[src/pms_consts.svh]
// Constants for the power mode sequencer: offsets, fields, reset values, timing
// Operation
// RQ1 - Wait 8 ms after supply up, sample mode pin, store mode status field.
// RQ2 - Pin high means master, grounded means slave, floating means self-work.
// RQ3 - Slave sets extended address bit 0 and turns internal reference off.
// RQ4 - Master and self-work hold power good low during start-up and shutdown.
// RQ5 - Slave floats power good, low after abnormal off until enable falls or restart.
// RQ6 - Rising enable while off starts power-on in factory rail order.
// RQ7 - Master holds power good low while off, releases 64 ms after last rail.
// RQ8 - Slave keeps power good floating through power-on unless a fault occurs.
// RQ9 - Rail not good within 32 ms: power good low, drop boot, wait again.
// RQ10 - With boot check set, power good not high within 128 ms aborts boot.
// RQ11 - Host pulls power good high through its own pull-up after power-on.
// RQ12 - Master and slave ignore external low on power good after power-on.
// RQ13 - Writing one to the restart bit restarts the power sequence.
// RQ14 - Shutdown bit, broadcast shutdown bit or falling enable starts normal off.
// RQ15 - Falling LDO input good while on starts abnormal off.
// RQ16 - Enabled DC-DC undervoltage while on starts abnormal off.
// RQ17 - Over-temperature with its enable set starts abnormal off.
// RQ18 - Rails go off in selected order, then discharge only if enabled.
// RQ19 - Master normal off: power good low, rails off, 4 ms gap if enabled.
// RQ20 - Abnormal off: power good low first, rails off after 4 ms.
// RQ21 - Slave normal off turns rails off without pulling power good low.
// RQ22 - Self-work defaults boot check, low restart, off delay on; others off.
// RQ23 - All delays are cycle counters on the system clock, cleared by reset.
`ifndef PMS_CONSTS_SVH
`define PMS_CONSTS_SVH
`define PMS_CLK_HZ 10000000
`define PMS_T_POR_MS 8
`define PMS_T_RAIL_MS 32
`define PMS_T_PG_MS 64
`define PMS_T_BOOT_MS 128
`define PMS_T_OFF_MS 4
`define PMS_MS2CYC(ms) (((ms) * `PMS_CLK_HZ + 999) / 1000)
`define PMS_REG_STATUS 8'h00
`define PMS_REG_CTRL 8'h04
`define PMS_REG_OUTCFG 8'h08
`define PMS_REG_UVEN 8'h0c
`define PMS_REG_BCAST 8'h10
`define PMS_REG_RAILS 8'h14
`define PMS_B_SHUT 7
`define PMS_B_RESTART 6
`define PMS_B_BOOTCHK 5
`define PMS_B_PGRST 4
`define PMS_B_ORDER 3
`define PMS_B_OTEN 1
`define PMS_B_DISCH 3
`define PMS_B_OFFDLY 2
`define PMS_B_UV_LSB 3
`define PMS_RST_UVEN 5'h00
`define PMS_RESP_OKAY 2'h0
`define PMS_RESP_SLVERR 2'h2
`endif

[src/pms_pkg.sv]
// Types of the power mode sequencer
package pms_pkg;
  typedef enum logic [2:0] {
    PMS_WAIT_POR = 3'b000,
    PMS_OFF = 3'b001,
    PMS_ON_SEQ = 3'b010,
    PMS_SETTLE = 3'b011,
    PMS_BOOTCHK = 3'b100,
    PMS_ON = 3'b101,
    PMS_OFF_DLY = 3'b110,
    PMS_OFF_SEQ = 3'b111
  } pms_state_t;
  typedef enum logic [1:0] {
    PMS_MASTER = 2'b00,
    PMS_SLAVE = 2'b01,
    PMS_SELF = 2'b10
  } pms_mode_t;
endpackage

[src/pms_sequencer.sv]
// Power mode sequencer with AXI4-Lite register slave
`include "pms_consts.svh"
module pms_sequencer #(
  parameter int N_RAIL = 5,
  parameter int unsigned T_POR_CYC = `PMS_MS2CYC(`PMS_T_POR_MS),
  parameter int unsigned T_RAIL_CYC = `PMS_MS2CYC(`PMS_T_RAIL_MS),
  parameter int unsigned T_PG_CYC = `PMS_MS2CYC(`PMS_T_PG_MS),
  parameter int unsigned T_BOOT_CYC = `PMS_MS2CYC(`PMS_T_BOOT_MS),
  parameter int unsigned T_OFF_CYC = `PMS_MS2CYC(`PMS_T_OFF_MS)
) (
  input wire logic CLK_SYS,
  input wire logic RSTN,
  input wire logic CE,
  input wire logic [7:0] S_AXI_AWADDR,
  input wire logic S_AXI_AWVALID,
  output logic S_AXI_AWREADY,
  input wire logic [31:0] S_AXI_WDATA,
  input wire logic [3:0] S_AXI_WSTRB,
  input wire logic S_AXI_WVALID,
  output logic S_AXI_WREADY,
  output logic [1:0] S_AXI_BRESP,
  output logic S_AXI_BVALID,
  input wire logic S_AXI_BREADY,
  input wire logic [7:0] S_AXI_ARADDR,
  input wire logic S_AXI_ARVALID,
  output logic S_AXI_ARREADY,
  output logic [31:0] S_AXI_RDATA,
  output logic [1:0] S_AXI_RRESP,
  output logic S_AXI_RVALID,
  input wire logic S_AXI_RREADY,
  input wire logic MODE_PIN_HIGH,
  input wire logic MODE_PIN_LOW,
  input wire logic ENABLE_OR_KEY_INPUT,
  input wire logic POWER_GOOD_OUT_IN,
  output logic POWER_GOOD_OUT_O,
  output logic POWER_GOOD_OUT_OE_N,
  input wire logic LDO_INPUT_GOOD,
  input wire logic [4:0] DCDC_UNDERVOLT,
  input wire logic OVERTEMP,
  input wire logic [N_RAIL-1:0] RAIL_GOOD,
  output logic [N_RAIL-1:0] RAIL_ENABLE,
  output logic DISCHARGE,
  output logic REF_ENABLE,
  output logic EXT_ADDR_BIT0,
  output pms_pkg::pms_state_t STATE
);
  import pms_pkg::*;

  localparam int IW = (N_RAIL > 1) ? $clog2(N_RAIL) : 1;
  localparam logic [IW-1:0] LAST = IW'(N_RAIL - 1);

  pms_state_t state, next_state;
  pms_mode_t mode;
  logic mode_valid;
  logic [20:0] cnt;
  logic [IW-1:0] idx;
  logic en_q, ldo_q, pg_fault, restart_pend, off_abn;
  logic boot_chk_en, pg_rst_en, order_sel, ot_en, disch_en, off_dly_en;
  logic [4:0] uv_en;
  logic aw_got, w_got;
  logic [7:0] aw_addr, w_data;
  logic w_lane0;
  logic wr_fire, wr_shut, wr_bcast, wr_restart;
  logic en_rise, en_fall, abn_src, norm_src, on_ish, rail_fail, boot_fail, step, cnt_clr, pg_low;
  logic [IW-1:0] off_rail;

  // AXI write: address and data taken in either order
  assign S_AXI_AWREADY = CE && !aw_got && !S_AXI_BVALID;
  assign S_AXI_WREADY = CE && !w_got && !S_AXI_BVALID;
  assign S_AXI_ARREADY = CE && !S_AXI_RVALID;
  assign wr_fire = CE && aw_got && w_got && !S_AXI_BVALID;

  always_ff @(posedge CLK_SYS) begin
    if (!RSTN) begin
      aw_got <= 1'b0;
      w_got <= 1'b0;
      aw_addr <= 8'h00;
      w_data <= 8'h00;
      w_lane0 <= 1'b0;
      S_AXI_BVALID <= 1'b0;
      S_AXI_BRESP <= `PMS_RESP_OKAY;
    end else if (CE) begin
      if (S_AXI_AWVALID && S_AXI_AWREADY) begin
        aw_got <= 1'b1;
        aw_addr <= S_AXI_AWADDR;
      end
      if (S_AXI_WVALID && S_AXI_WREADY) begin
        w_got <= 1'b1;
        w_data <= S_AXI_WDATA[7:0];
        w_lane0 <= S_AXI_WSTRB[0];
      end
      if (wr_fire) begin
        aw_got <= 1'b0;
        w_got <= 1'b0;
        S_AXI_BVALID <= 1'b1;
        S_AXI_BRESP <= (aw_addr <= `PMS_REG_RAILS && aw_addr[1:0] == 2'h0) ? `PMS_RESP_OKAY : `PMS_RESP_SLVERR;
      end else if (S_AXI_BVALID && S_AXI_BREADY) begin
        S_AXI_BVALID <= 1'b0;
      end
    end
  end

  // AXI read, status shows the block's live state
  always_ff @(posedge CLK_SYS) begin
    if (!RSTN) begin
      S_AXI_RVALID <= 1'b0;
      S_AXI_RDATA <= 32'h0000_0000;
      S_AXI_RRESP <= `PMS_RESP_OKAY;
    end else if (CE) begin
      if (S_AXI_ARVALID && S_AXI_ARREADY) begin
        S_AXI_RVALID <= 1'b1;
        S_AXI_RRESP <= `PMS_RESP_OKAY;
        case (S_AXI_ARADDR)
          `PMS_REG_STATUS: S_AXI_RDATA <= {24'h0, mode, pg_fault, POWER_GOOD_OUT_IN, restart_pend, state};
          `PMS_REG_CTRL: S_AXI_RDATA <= {24'h0, 2'h0, boot_chk_en, pg_rst_en, order_sel, 1'b0, ot_en, 1'b0};
          `PMS_REG_OUTCFG: S_AXI_RDATA <= {24'h0, 4'h0, disch_en, off_dly_en, 2'h0};
          `PMS_REG_UVEN: S_AXI_RDATA <= {24'h0, uv_en, 3'h0};
          `PMS_REG_BCAST: S_AXI_RDATA <= 32'h0000_0000;
          `PMS_REG_RAILS: S_AXI_RDATA <= 32'(RAIL_ENABLE);
          default: begin
            S_AXI_RDATA <= 32'h0000_0000;
            S_AXI_RRESP <= `PMS_RESP_SLVERR;
          end
        endcase
      end else if (S_AXI_RVALID && S_AXI_RREADY) begin
        S_AXI_RVALID <= 1'b0;
      end
    end
  end

  // Command bits read back as zero, they act on write
  assign wr_shut = wr_fire && w_lane0 && aw_addr == `PMS_REG_CTRL && w_data[`PMS_B_SHUT];
  assign wr_restart = wr_fire && w_lane0 && aw_addr == `PMS_REG_CTRL && w_data[`PMS_B_RESTART];
  assign wr_bcast = wr_fire && w_lane0 && aw_addr == `PMS_REG_BCAST && w_data[`PMS_B_SHUT];

  // Configuration, defaults loaded when the mode is decided
  always_ff @(posedge CLK_SYS) begin
    if (!RSTN) begin
      boot_chk_en <= 1'b0;
      pg_rst_en <= 1'b0;
      off_dly_en <= 1'b0;
      order_sel <= 1'b0;
      ot_en <= 1'b0;
      disch_en <= 1'b0;
      uv_en <= `PMS_RST_UVEN;
    end else if (CE) begin
      if (state == PMS_WAIT_POR && next_state == PMS_OFF) begin
        // RQ22 mode defaults
        boot_chk_en <= MODE_PIN_LOW == MODE_PIN_HIGH && !MODE_PIN_HIGH;
        pg_rst_en <= MODE_PIN_LOW == MODE_PIN_HIGH && !MODE_PIN_HIGH;
        off_dly_en <= MODE_PIN_LOW == MODE_PIN_HIGH && !MODE_PIN_HIGH;
      end else if (wr_fire && w_lane0) begin
        if (aw_addr == `PMS_REG_CTRL) begin
          boot_chk_en <= w_data[`PMS_B_BOOTCHK];
          pg_rst_en <= w_data[`PMS_B_PGRST];
          order_sel <= w_data[`PMS_B_ORDER];
          ot_en <= w_data[`PMS_B_OTEN];
        end
        if (aw_addr == `PMS_REG_OUTCFG) begin
          disch_en <= w_data[`PMS_B_DISCH];
          off_dly_en <= w_data[`PMS_B_OFFDLY];
        end
        if (aw_addr == `PMS_REG_UVEN) begin
          uv_en <= w_data[`PMS_B_UV_LSB +: 5];
        end
      end
    end
  end

  // Mode capture after the start-up wait
  always_ff @(posedge CLK_SYS) begin
    if (!RSTN) begin
      mode <= PMS_MASTER;
      mode_valid <= 1'b0;
      REF_ENABLE <= 1'b0;
      EXT_ADDR_BIT0 <= 1'b0;
    end else if (CE && state == PMS_WAIT_POR && next_state == PMS_OFF) begin
      mode_valid <= 1'b1;
      // RQ2 pin decode
      if (MODE_PIN_HIGH) begin
        mode <= PMS_MASTER;
      end else if (MODE_PIN_LOW) begin
        mode <= PMS_SLAVE;
      end else begin
        mode <= PMS_SELF;
      end
      // RQ3 address and reference
      EXT_ADDR_BIT0 <= !MODE_PIN_HIGH && MODE_PIN_LOW;
      REF_ENABLE <= !(!MODE_PIN_HIGH && MODE_PIN_LOW);
    end
  end

  // Event detection on synchronous inputs
  assign en_rise = ENABLE_OR_KEY_INPUT && !en_q;
  assign en_fall = !ENABLE_OR_KEY_INPUT && en_q;
  assign on_ish = state == PMS_SETTLE || state == PMS_BOOTCHK || state == PMS_ON;
  // RQ15 RQ16 RQ17 abnormal sources
  assign abn_src = (ldo_q && !LDO_INPUT_GOOD) || |(DCDC_UNDERVOLT & uv_en) || (OVERTEMP && ot_en);
  // RQ14 falling enable taken as the off edge
  assign norm_src = wr_shut || wr_bcast || en_fall;
  assign rail_fail = state == PMS_ON_SEQ && !RAIL_GOOD[idx] && cnt == 21'(T_RAIL_CYC - 1);
  assign boot_fail = state == PMS_BOOTCHK && !POWER_GOOD_OUT_IN && cnt == 21'(T_BOOT_CYC - 1);
  assign step = (state == PMS_ON_SEQ && RAIL_GOOD[idx]) || state == PMS_OFF_SEQ;
  assign cnt_clr = (next_state != state && !(state == PMS_SETTLE && next_state == PMS_BOOTCHK)) || step;

  always_ff @(posedge CLK_SYS) begin
    if (!RSTN) begin
      en_q <= 1'b0;
      ldo_q <= 1'b0;
    end else if (CE) begin
      en_q <= ENABLE_OR_KEY_INPUT;
      ldo_q <= LDO_INPUT_GOOD;
    end
  end

  always_comb begin
    next_state = state;
    case (state)
      PMS_WAIT_POR: begin
        // RQ1 start-up wait
        if (cnt == 21'(T_POR_CYC - 1)) next_state = PMS_OFF;
      end
      PMS_OFF: begin
        // RQ6 power-on request
        if (en_rise || restart_pend) next_state = PMS_ON_SEQ;
      end
      PMS_ON_SEQ: begin
        if (RAIL_GOOD[idx] && idx == LAST) next_state = PMS_SETTLE;
        else if (rail_fail) next_state = PMS_OFF_SEQ;
      end
      PMS_OFF_DLY: begin
        // RQ20 delay before rails go off
        if (cnt == 21'(T_OFF_CYC - 1)) next_state = PMS_OFF_SEQ;
      end
      PMS_OFF_SEQ: begin
        if (idx == LAST) next_state = PMS_OFF;
      end
      default: begin
        if (abn_src) next_state = PMS_OFF_DLY;
        // RQ19 optional normal delay
        else if (norm_src) next_state = off_dly_en ? PMS_OFF_DLY : PMS_OFF_SEQ;
        // RQ13 restart goes through a full off
        else if (wr_restart) next_state = PMS_OFF_SEQ;
        // RQ12 external low only acts in self-work
        else if (state == PMS_ON && mode == PMS_SELF && pg_rst_en && !POWER_GOOD_OUT_IN) next_state = PMS_OFF_SEQ;
        // RQ7 release after 64 ms
        else if (state == PMS_SETTLE && cnt == 21'(T_PG_CYC - 1)) next_state = boot_chk_en ? PMS_BOOTCHK : PMS_ON;
        // RQ10 boot check window
        else if (state == PMS_BOOTCHK && POWER_GOOD_OUT_IN) next_state = PMS_ON;
        else if (boot_fail) next_state = PMS_OFF_SEQ;
      end
    endcase
  end

  // RQ23 one shared cycle counter
  always_ff @(posedge CLK_SYS) begin
    if (!RSTN) begin
      state <= PMS_WAIT_POR;
      cnt <= 21'h0;
    end else if (CE) begin
      state <= next_state;
      cnt <= cnt_clr ? 21'h0 : cnt + 21'h1;
    end
  end

  always_ff @(posedge CLK_SYS) begin
    if (!RSTN) begin
      idx <= '0;
    end else if (CE) begin
      if (next_state != state) idx <= '0;
      else if (step) idx <= idx + IW'(1);
    end
  end

  // Fault latch and restart request; a new event wins over a clear
  always_ff @(posedge CLK_SYS) begin
    if (!RSTN) begin
      pg_fault <= 1'b0;
      restart_pend <= 1'b0;
      off_abn <= 1'b0;
    end else if (CE) begin
      // RQ5 RQ9 fault holds power good low
      if ((on_ish && abn_src) || rail_fail) pg_fault <= 1'b1;
      else if (en_fall || wr_restart) pg_fault <= 1'b0;
      if (on_ish && !abn_src && !norm_src && (wr_restart || next_state == PMS_OFF_SEQ && state == PMS_ON && !boot_fail))
        restart_pend <= 1'b1;
      else if (state == PMS_OFF && next_state == PMS_ON_SEQ) restart_pend <= 1'b0;
      if (on_ish && next_state != state && next_state != PMS_BOOTCHK && next_state != PMS_ON) off_abn <= abn_src;
    end
  end

  // RQ18 off order: reverse of power-on, or same when selected
  assign off_rail = order_sel ? idx : LAST - idx;

  genvar gi;
  generate
    for (gi = 0; gi < N_RAIL; gi++) begin : g_rail
      always_ff @(posedge CLK_SYS) begin
        if (!RSTN) begin
          RAIL_ENABLE[gi] <= 1'b0;
        end else if (CE) begin
          if (state == PMS_ON_SEQ && idx == IW'(gi)) RAIL_ENABLE[gi] <= 1'b1;
          else if (state == PMS_OFF_SEQ && off_rail == IW'(gi)) RAIL_ENABLE[gi] <= 1'b0;
        end
      end
    end
  endgenerate

  // RQ18 discharge set on the same edge that turns the last rail off
  always_ff @(posedge CLK_SYS) begin
    if (!RSTN) begin
      DISCHARGE <= 1'b0;
    end else if (CE) begin
      if (state == PMS_OFF_SEQ && next_state == PMS_OFF) DISCHARGE <= disch_en;
      else if (state == PMS_OFF && next_state == PMS_ON_SEQ) DISCHARGE <= 1'b0;
    end
  end

  // RQ4 RQ5 RQ8 RQ21 power good pull-down decode
  always_comb begin
    if (!mode_valid) pg_low = 1'b0;
    else if (mode == PMS_SLAVE) pg_low = pg_fault;
    else pg_low = !(state == PMS_BOOTCHK || state == PMS_ON) || pg_fault && state == PMS_OFF;
  end

  assign POWER_GOOD_OUT_O = 1'b0;
  assign POWER_GOOD_OUT_OE_N = !pg_low;
  assign STATE = state;
endmodule

[config.mk]
export PLATFORM = sky130hd
export DESIGN_NAME = pms_sequencer
export DESIGN_NICKNAME = d
export VERILOG_FILES = /design/src/pms_pkg.sv /design/src/pms_sequencer.sv
export VERILOG_INCLUDE_DIRS = /design/src
export SDC_FILE = /design/constraint.sdc
export NUM_CORES = 1
export LEC_CHECK = 0
export BUFFER_PORTS_ARGS = -buffer_cell sky130_fd_sc_hd__clkbuf_2
export CORE_MARGIN = 2
export CORE_UTILIZATION = 53
export CTS_BUF_LIST = sky130_fd_sc_hd__clkbuf_16
export DETAILED_ROUTE_END_ITERATION = 7
export PLACE_DENSITY = 0.9
export SLEW_MARGIN = 20
export SYNTH_ARGS = -nofsm -noshare
export SYNTH_HDL_FRONTEND = slang
export SYNTH_SLANG_ARGS = --single-unit
[constraint.sdc]
create_clock -name CLK_SYS -period 3.74 [get_ports CLK_SYS]
set_input_delay 0 -clock CLK_SYS [delete_from_list [all_inputs] [get_ports CLK_SYS]]
set_output_delay 0 -clock CLK_SYS [all_outputs]
set_load 0.05 [all_outputs]
==> flow_summary.json <==
{
  "status": "finished with violations",
  "violations": "hold timing",
  "max-vdd-ir-drop_mv": 0.277,
  "design_area_um2": 5390,
  "die_w_um": 97.2,
  "overflow": 0,
  "rr_endpoint": "cnt[9]",
  "grt_max_degree": 46,
  "crit_fanout": 20,
  "power_mw": 1.93,
  "finalSetupTns_ns": 0,
  "rsz0062_at_grt": "no",
  "htreeDepth": 3,
  "dp_hpwl_mm": 8.33,
  "yosysSeqAreaShare": 0.356,
  "cp-endpoint": "cnt[9]",
  "multi_input_area_um2": 2710,
  "worst-path-stages": 9,
  "cpLargestDelayFamily": "simple AND/OR/NAND/NOR gates",
  "wl_per_cell_um": 16.0,
  "synth_cell_types": 68,
  "drt-initial-drc-count": 307,
  "min_period_ns": 3.14,
  "utilization": 0.627,
  "dieHeight_um": 97.2,
  "clock_path_buffers": 2,
  "slew_violations": 0,
  "power.leakage_nw": 2.15,
  "cp-end-kind": "register",
  "post_dp_cell_area_um2": 4910,
  "cts_hold_buf": 20,
  "setup.worst_path.start_class": "register",
  "cp_slowest_cell": "dfxtp_1",
  "cts_setup_buffers": 0,
  "ff2ff_path_depth": 9,
  "gp_congestion": 0.948,
  "finalNonFillerCells": 757,
  "fin_crit_sh": 0.841,
  "die-area_um2": 9450,
  "power_density_nw_per_um2": 358,
  "placedCellCount": 721,
  "p_switching_uw": 529,
  "layout.nets": 728,
  "async_flop_share": 0,
  "synth_area_um2": 4610,
  "dr_total_vias": 4445,
  "ant_nets": 0,
  "core_area_um2": 8590,
  "cts_buffers": 9,
  "antenna_found_initial": 0,
  "io_pins": 130,
  "syn-instance-count": 563,
  "synth_warnings": 0,
  "crit_type": "reg -> reg",
  "area_growth_pct": 16.9,
  "p_comb_frac": 0.109,
  "worst_hold_slack_ns": -0.00320,
  "port_buffers": 74,
  "reg2reg_slack_ns": 0.60,
  "regArea_um2": 1640,
  "drt_wl_total_mm": 12.1,
  "clkLatencyLatePin_ns": 0.34,
  "synth_edf_count": 0,
  "slew_headroom": 0.358,
  "tritoncts": "done",
  "setup_viol": 0,
  "cts.repair.resized": 0,
  "ys_ff_latch": 82,
  "drive_gt1_frac": 0.185,
  "num-fill-cells": 691,
  "drt-pass1-iter-count": 5,
  "via_per_inst": 5.87,
  "hold_path_class": "in -> reg",
  "seqPwrFrac": 0.469,
  "diodes": 0,
  "clock-sinks": 82,
  "gr-usage-all-layers": 0.259,
  "slowest_delay_ns": 0.77,
  "path_cells": "nor2b_1, nand3_1, o21ai_0, nor3_1, a221oi_1, nor3_2, a311oi_2, buf_4, nor4_2",
  "syn_avg_cell_area_um2": 8.18,
  "internal-power_mw": 1.40,
  "netSwitchingFraction": 0.275,
  "tightest_slew_ns": 0.960,
  "clock_skew_ns": 0.00691,
  "grt_pass1_wl_mm": 20.2,
  "path_buf_inv": 1,
  "grt_pass1_vias": 4372,
  "finalHoldViolations": 1,
  "fmax_mhz": 318,
  "timing.rr.start": "STATE[2]",
  "rows": 34,
  "drc": 0,
  "cp-startpoint": "STATE[2]",
  "clkTransAtPathRegs_ns": 0.06,
  "p_clk_frac": 0.421,
  "yosys_most_used_dff": "dfxtp_1",
  "drv_cap": 0,
  "worst_ep_required_time_ns": 3.92,
  "worstPathArrival_ns": 3.33,
  "start_util": 0.536,
  "cts_root_buf": "clkbuf_16"
}
## registers in the layout (all words and copies together) (netlist names), 3 cells and up
register and count:
uv_en 5, aw_addr 8, STATE 3, w_data 7, cnt 21, RAIL_ENABLE 5
S_AXI_RDATA 8, idx 3
## placed cells by master (no fill, tap or decap), drive strengths merged, types with 6 or more instances in the layout
master,Yosys,layout
a21oi,49,49
and2,12,12
and3,10,10
clkbuf,20,83
conb,1,27
dfxtp,82,82
dlygate4sd3,0,20
ha,8,8
inv,9,12
mux2i,17,17
nand2,72,72
nand3,19,19
nand4,13,13
nor2,54,54
nor2b,8,8
nor3,34,34
nor3b,6,6
o21ai,19,19
xnor2,6,6
xor2,13,13
## how the worst min path moves through the flow
stage / from / endpoint / slack [ns] / cells past startpoint
2_1_floorplan: S_AXI_AWADDR[5] / aw_addr[5] / 0.14 / 2
3_3_place_gp: S_AXI_AWADDR[6] / aw_addr[6] / 0.22 / 3
3_5_place_dp: S_AXI_WDATA[6] / w_data[6] / 0.23 / 3
4_1_cts: MODE_PIN_LOW / mode[1] / 0.0004 / 4
5_1_grt: MODE_PIN_HIGH / REF_ENABLE / 0.03 / 3
6_report: MODE_PIN_HIGH / REF_ENABLE / -0.003 / 3
## through the flow
stage,setup WS (ns),hold WS [ns]
after floorplan,0.988,0.136
after global placement,0.750,0.224
after detailed placement,0.669,0.228
after CTS,0.645,0.000396
after global routing,0.282,0.0337
final,0.596,-0.00320
## metal layers
| layer | vias to the layer above | global-route usage | share of wire |
|---|---|---|---|
| met5 | - | 0 | 0 |
| met4 | 0 | 0.0812 | 0.019 |
| met3 | 33 | 0.0576 | 0.076 |
| met2 | 207 | 0.460 | 0.51 |
| met1 | 2084 | 0.311 | 0.40 |
| li1 | 2121 | - | - |
## worst reg2reg max path: stages, from the launching register on
cell and delay [ns]:
dfxtp_1 0.77, nor2b_1 0.45, nand3_1 0.15, o21ai_0 0.21, nor3_1 0.15, a221oi_1 0.39
nor3_2 0.17, a311oi_2 0.28, buf_4 0.32, nor4_2 0.10
## cell families (layout without fill, tap and decap cells)
kind of cell / Yosys count / in the layout / share of synthesized area
buf+inv: 63 / 123 / 0.0772
fa+ha+maj: 8 / 8 / 0.0217
flops: 82 / 82 / 0.356
xor+xnor: 19 / 19 / 0.0361
simple gates: 264 / 264 / 0.311
compound gates: 107 / 107 / 0.155
mux: 19 / 19 / 0.0418
other cells: 1 / 27 / 0.000814
## synth_stat cells (all sizes together), types with 9 or more instances
| library cell | count | area share |
|---|---|---|
| buf | 33 | 0.053 |
| and2 | 12 | 0.016 |
| and3 | 10 | 0.014 |
| xor2 | 13 | 0.025 |
| mux2i | 17 | 0.037 |
| nand2 | 72 | 0.059 |
| a21oi | 49 | 0.053 |
| inv | 9 | 0.0073 |
| nor2 | 54 | 0.044 |
| dfxtp | 82 | 0.36 |
| clkbuf | 20 | 0.016 |
| nand3 | 19 | 0.021 |
| nand4 | 13 | 0.018 |
| o21ai | 19 | 0.021 |
| nor3 | 34 | 0.047 |
## power by group through the flow
stage	clock, mW	combinational, mW	sequential [mW]
after CTS	0.813	0.206	0.903
after floorplan	0	0.157	0.927
after global placement	0	0.185	0.921
final	0.812	0.210	0.904
after global routing	0.848	0.225	0.905
after detailed placement	0	0.189	0.923
## final cells by class
cell class / instances / area share
well taps: 108 / 0.0251
repair buffers: 97 / 0.110
clock inverters: 7 / 0.00860
multi-input cells: 444 / 0.503
inverters: 10 / 0.00697
flip-flops and latches: 82 / 0.305
clock buffers: 9 / 0.0418
Power figures use the tool's default switching activity.
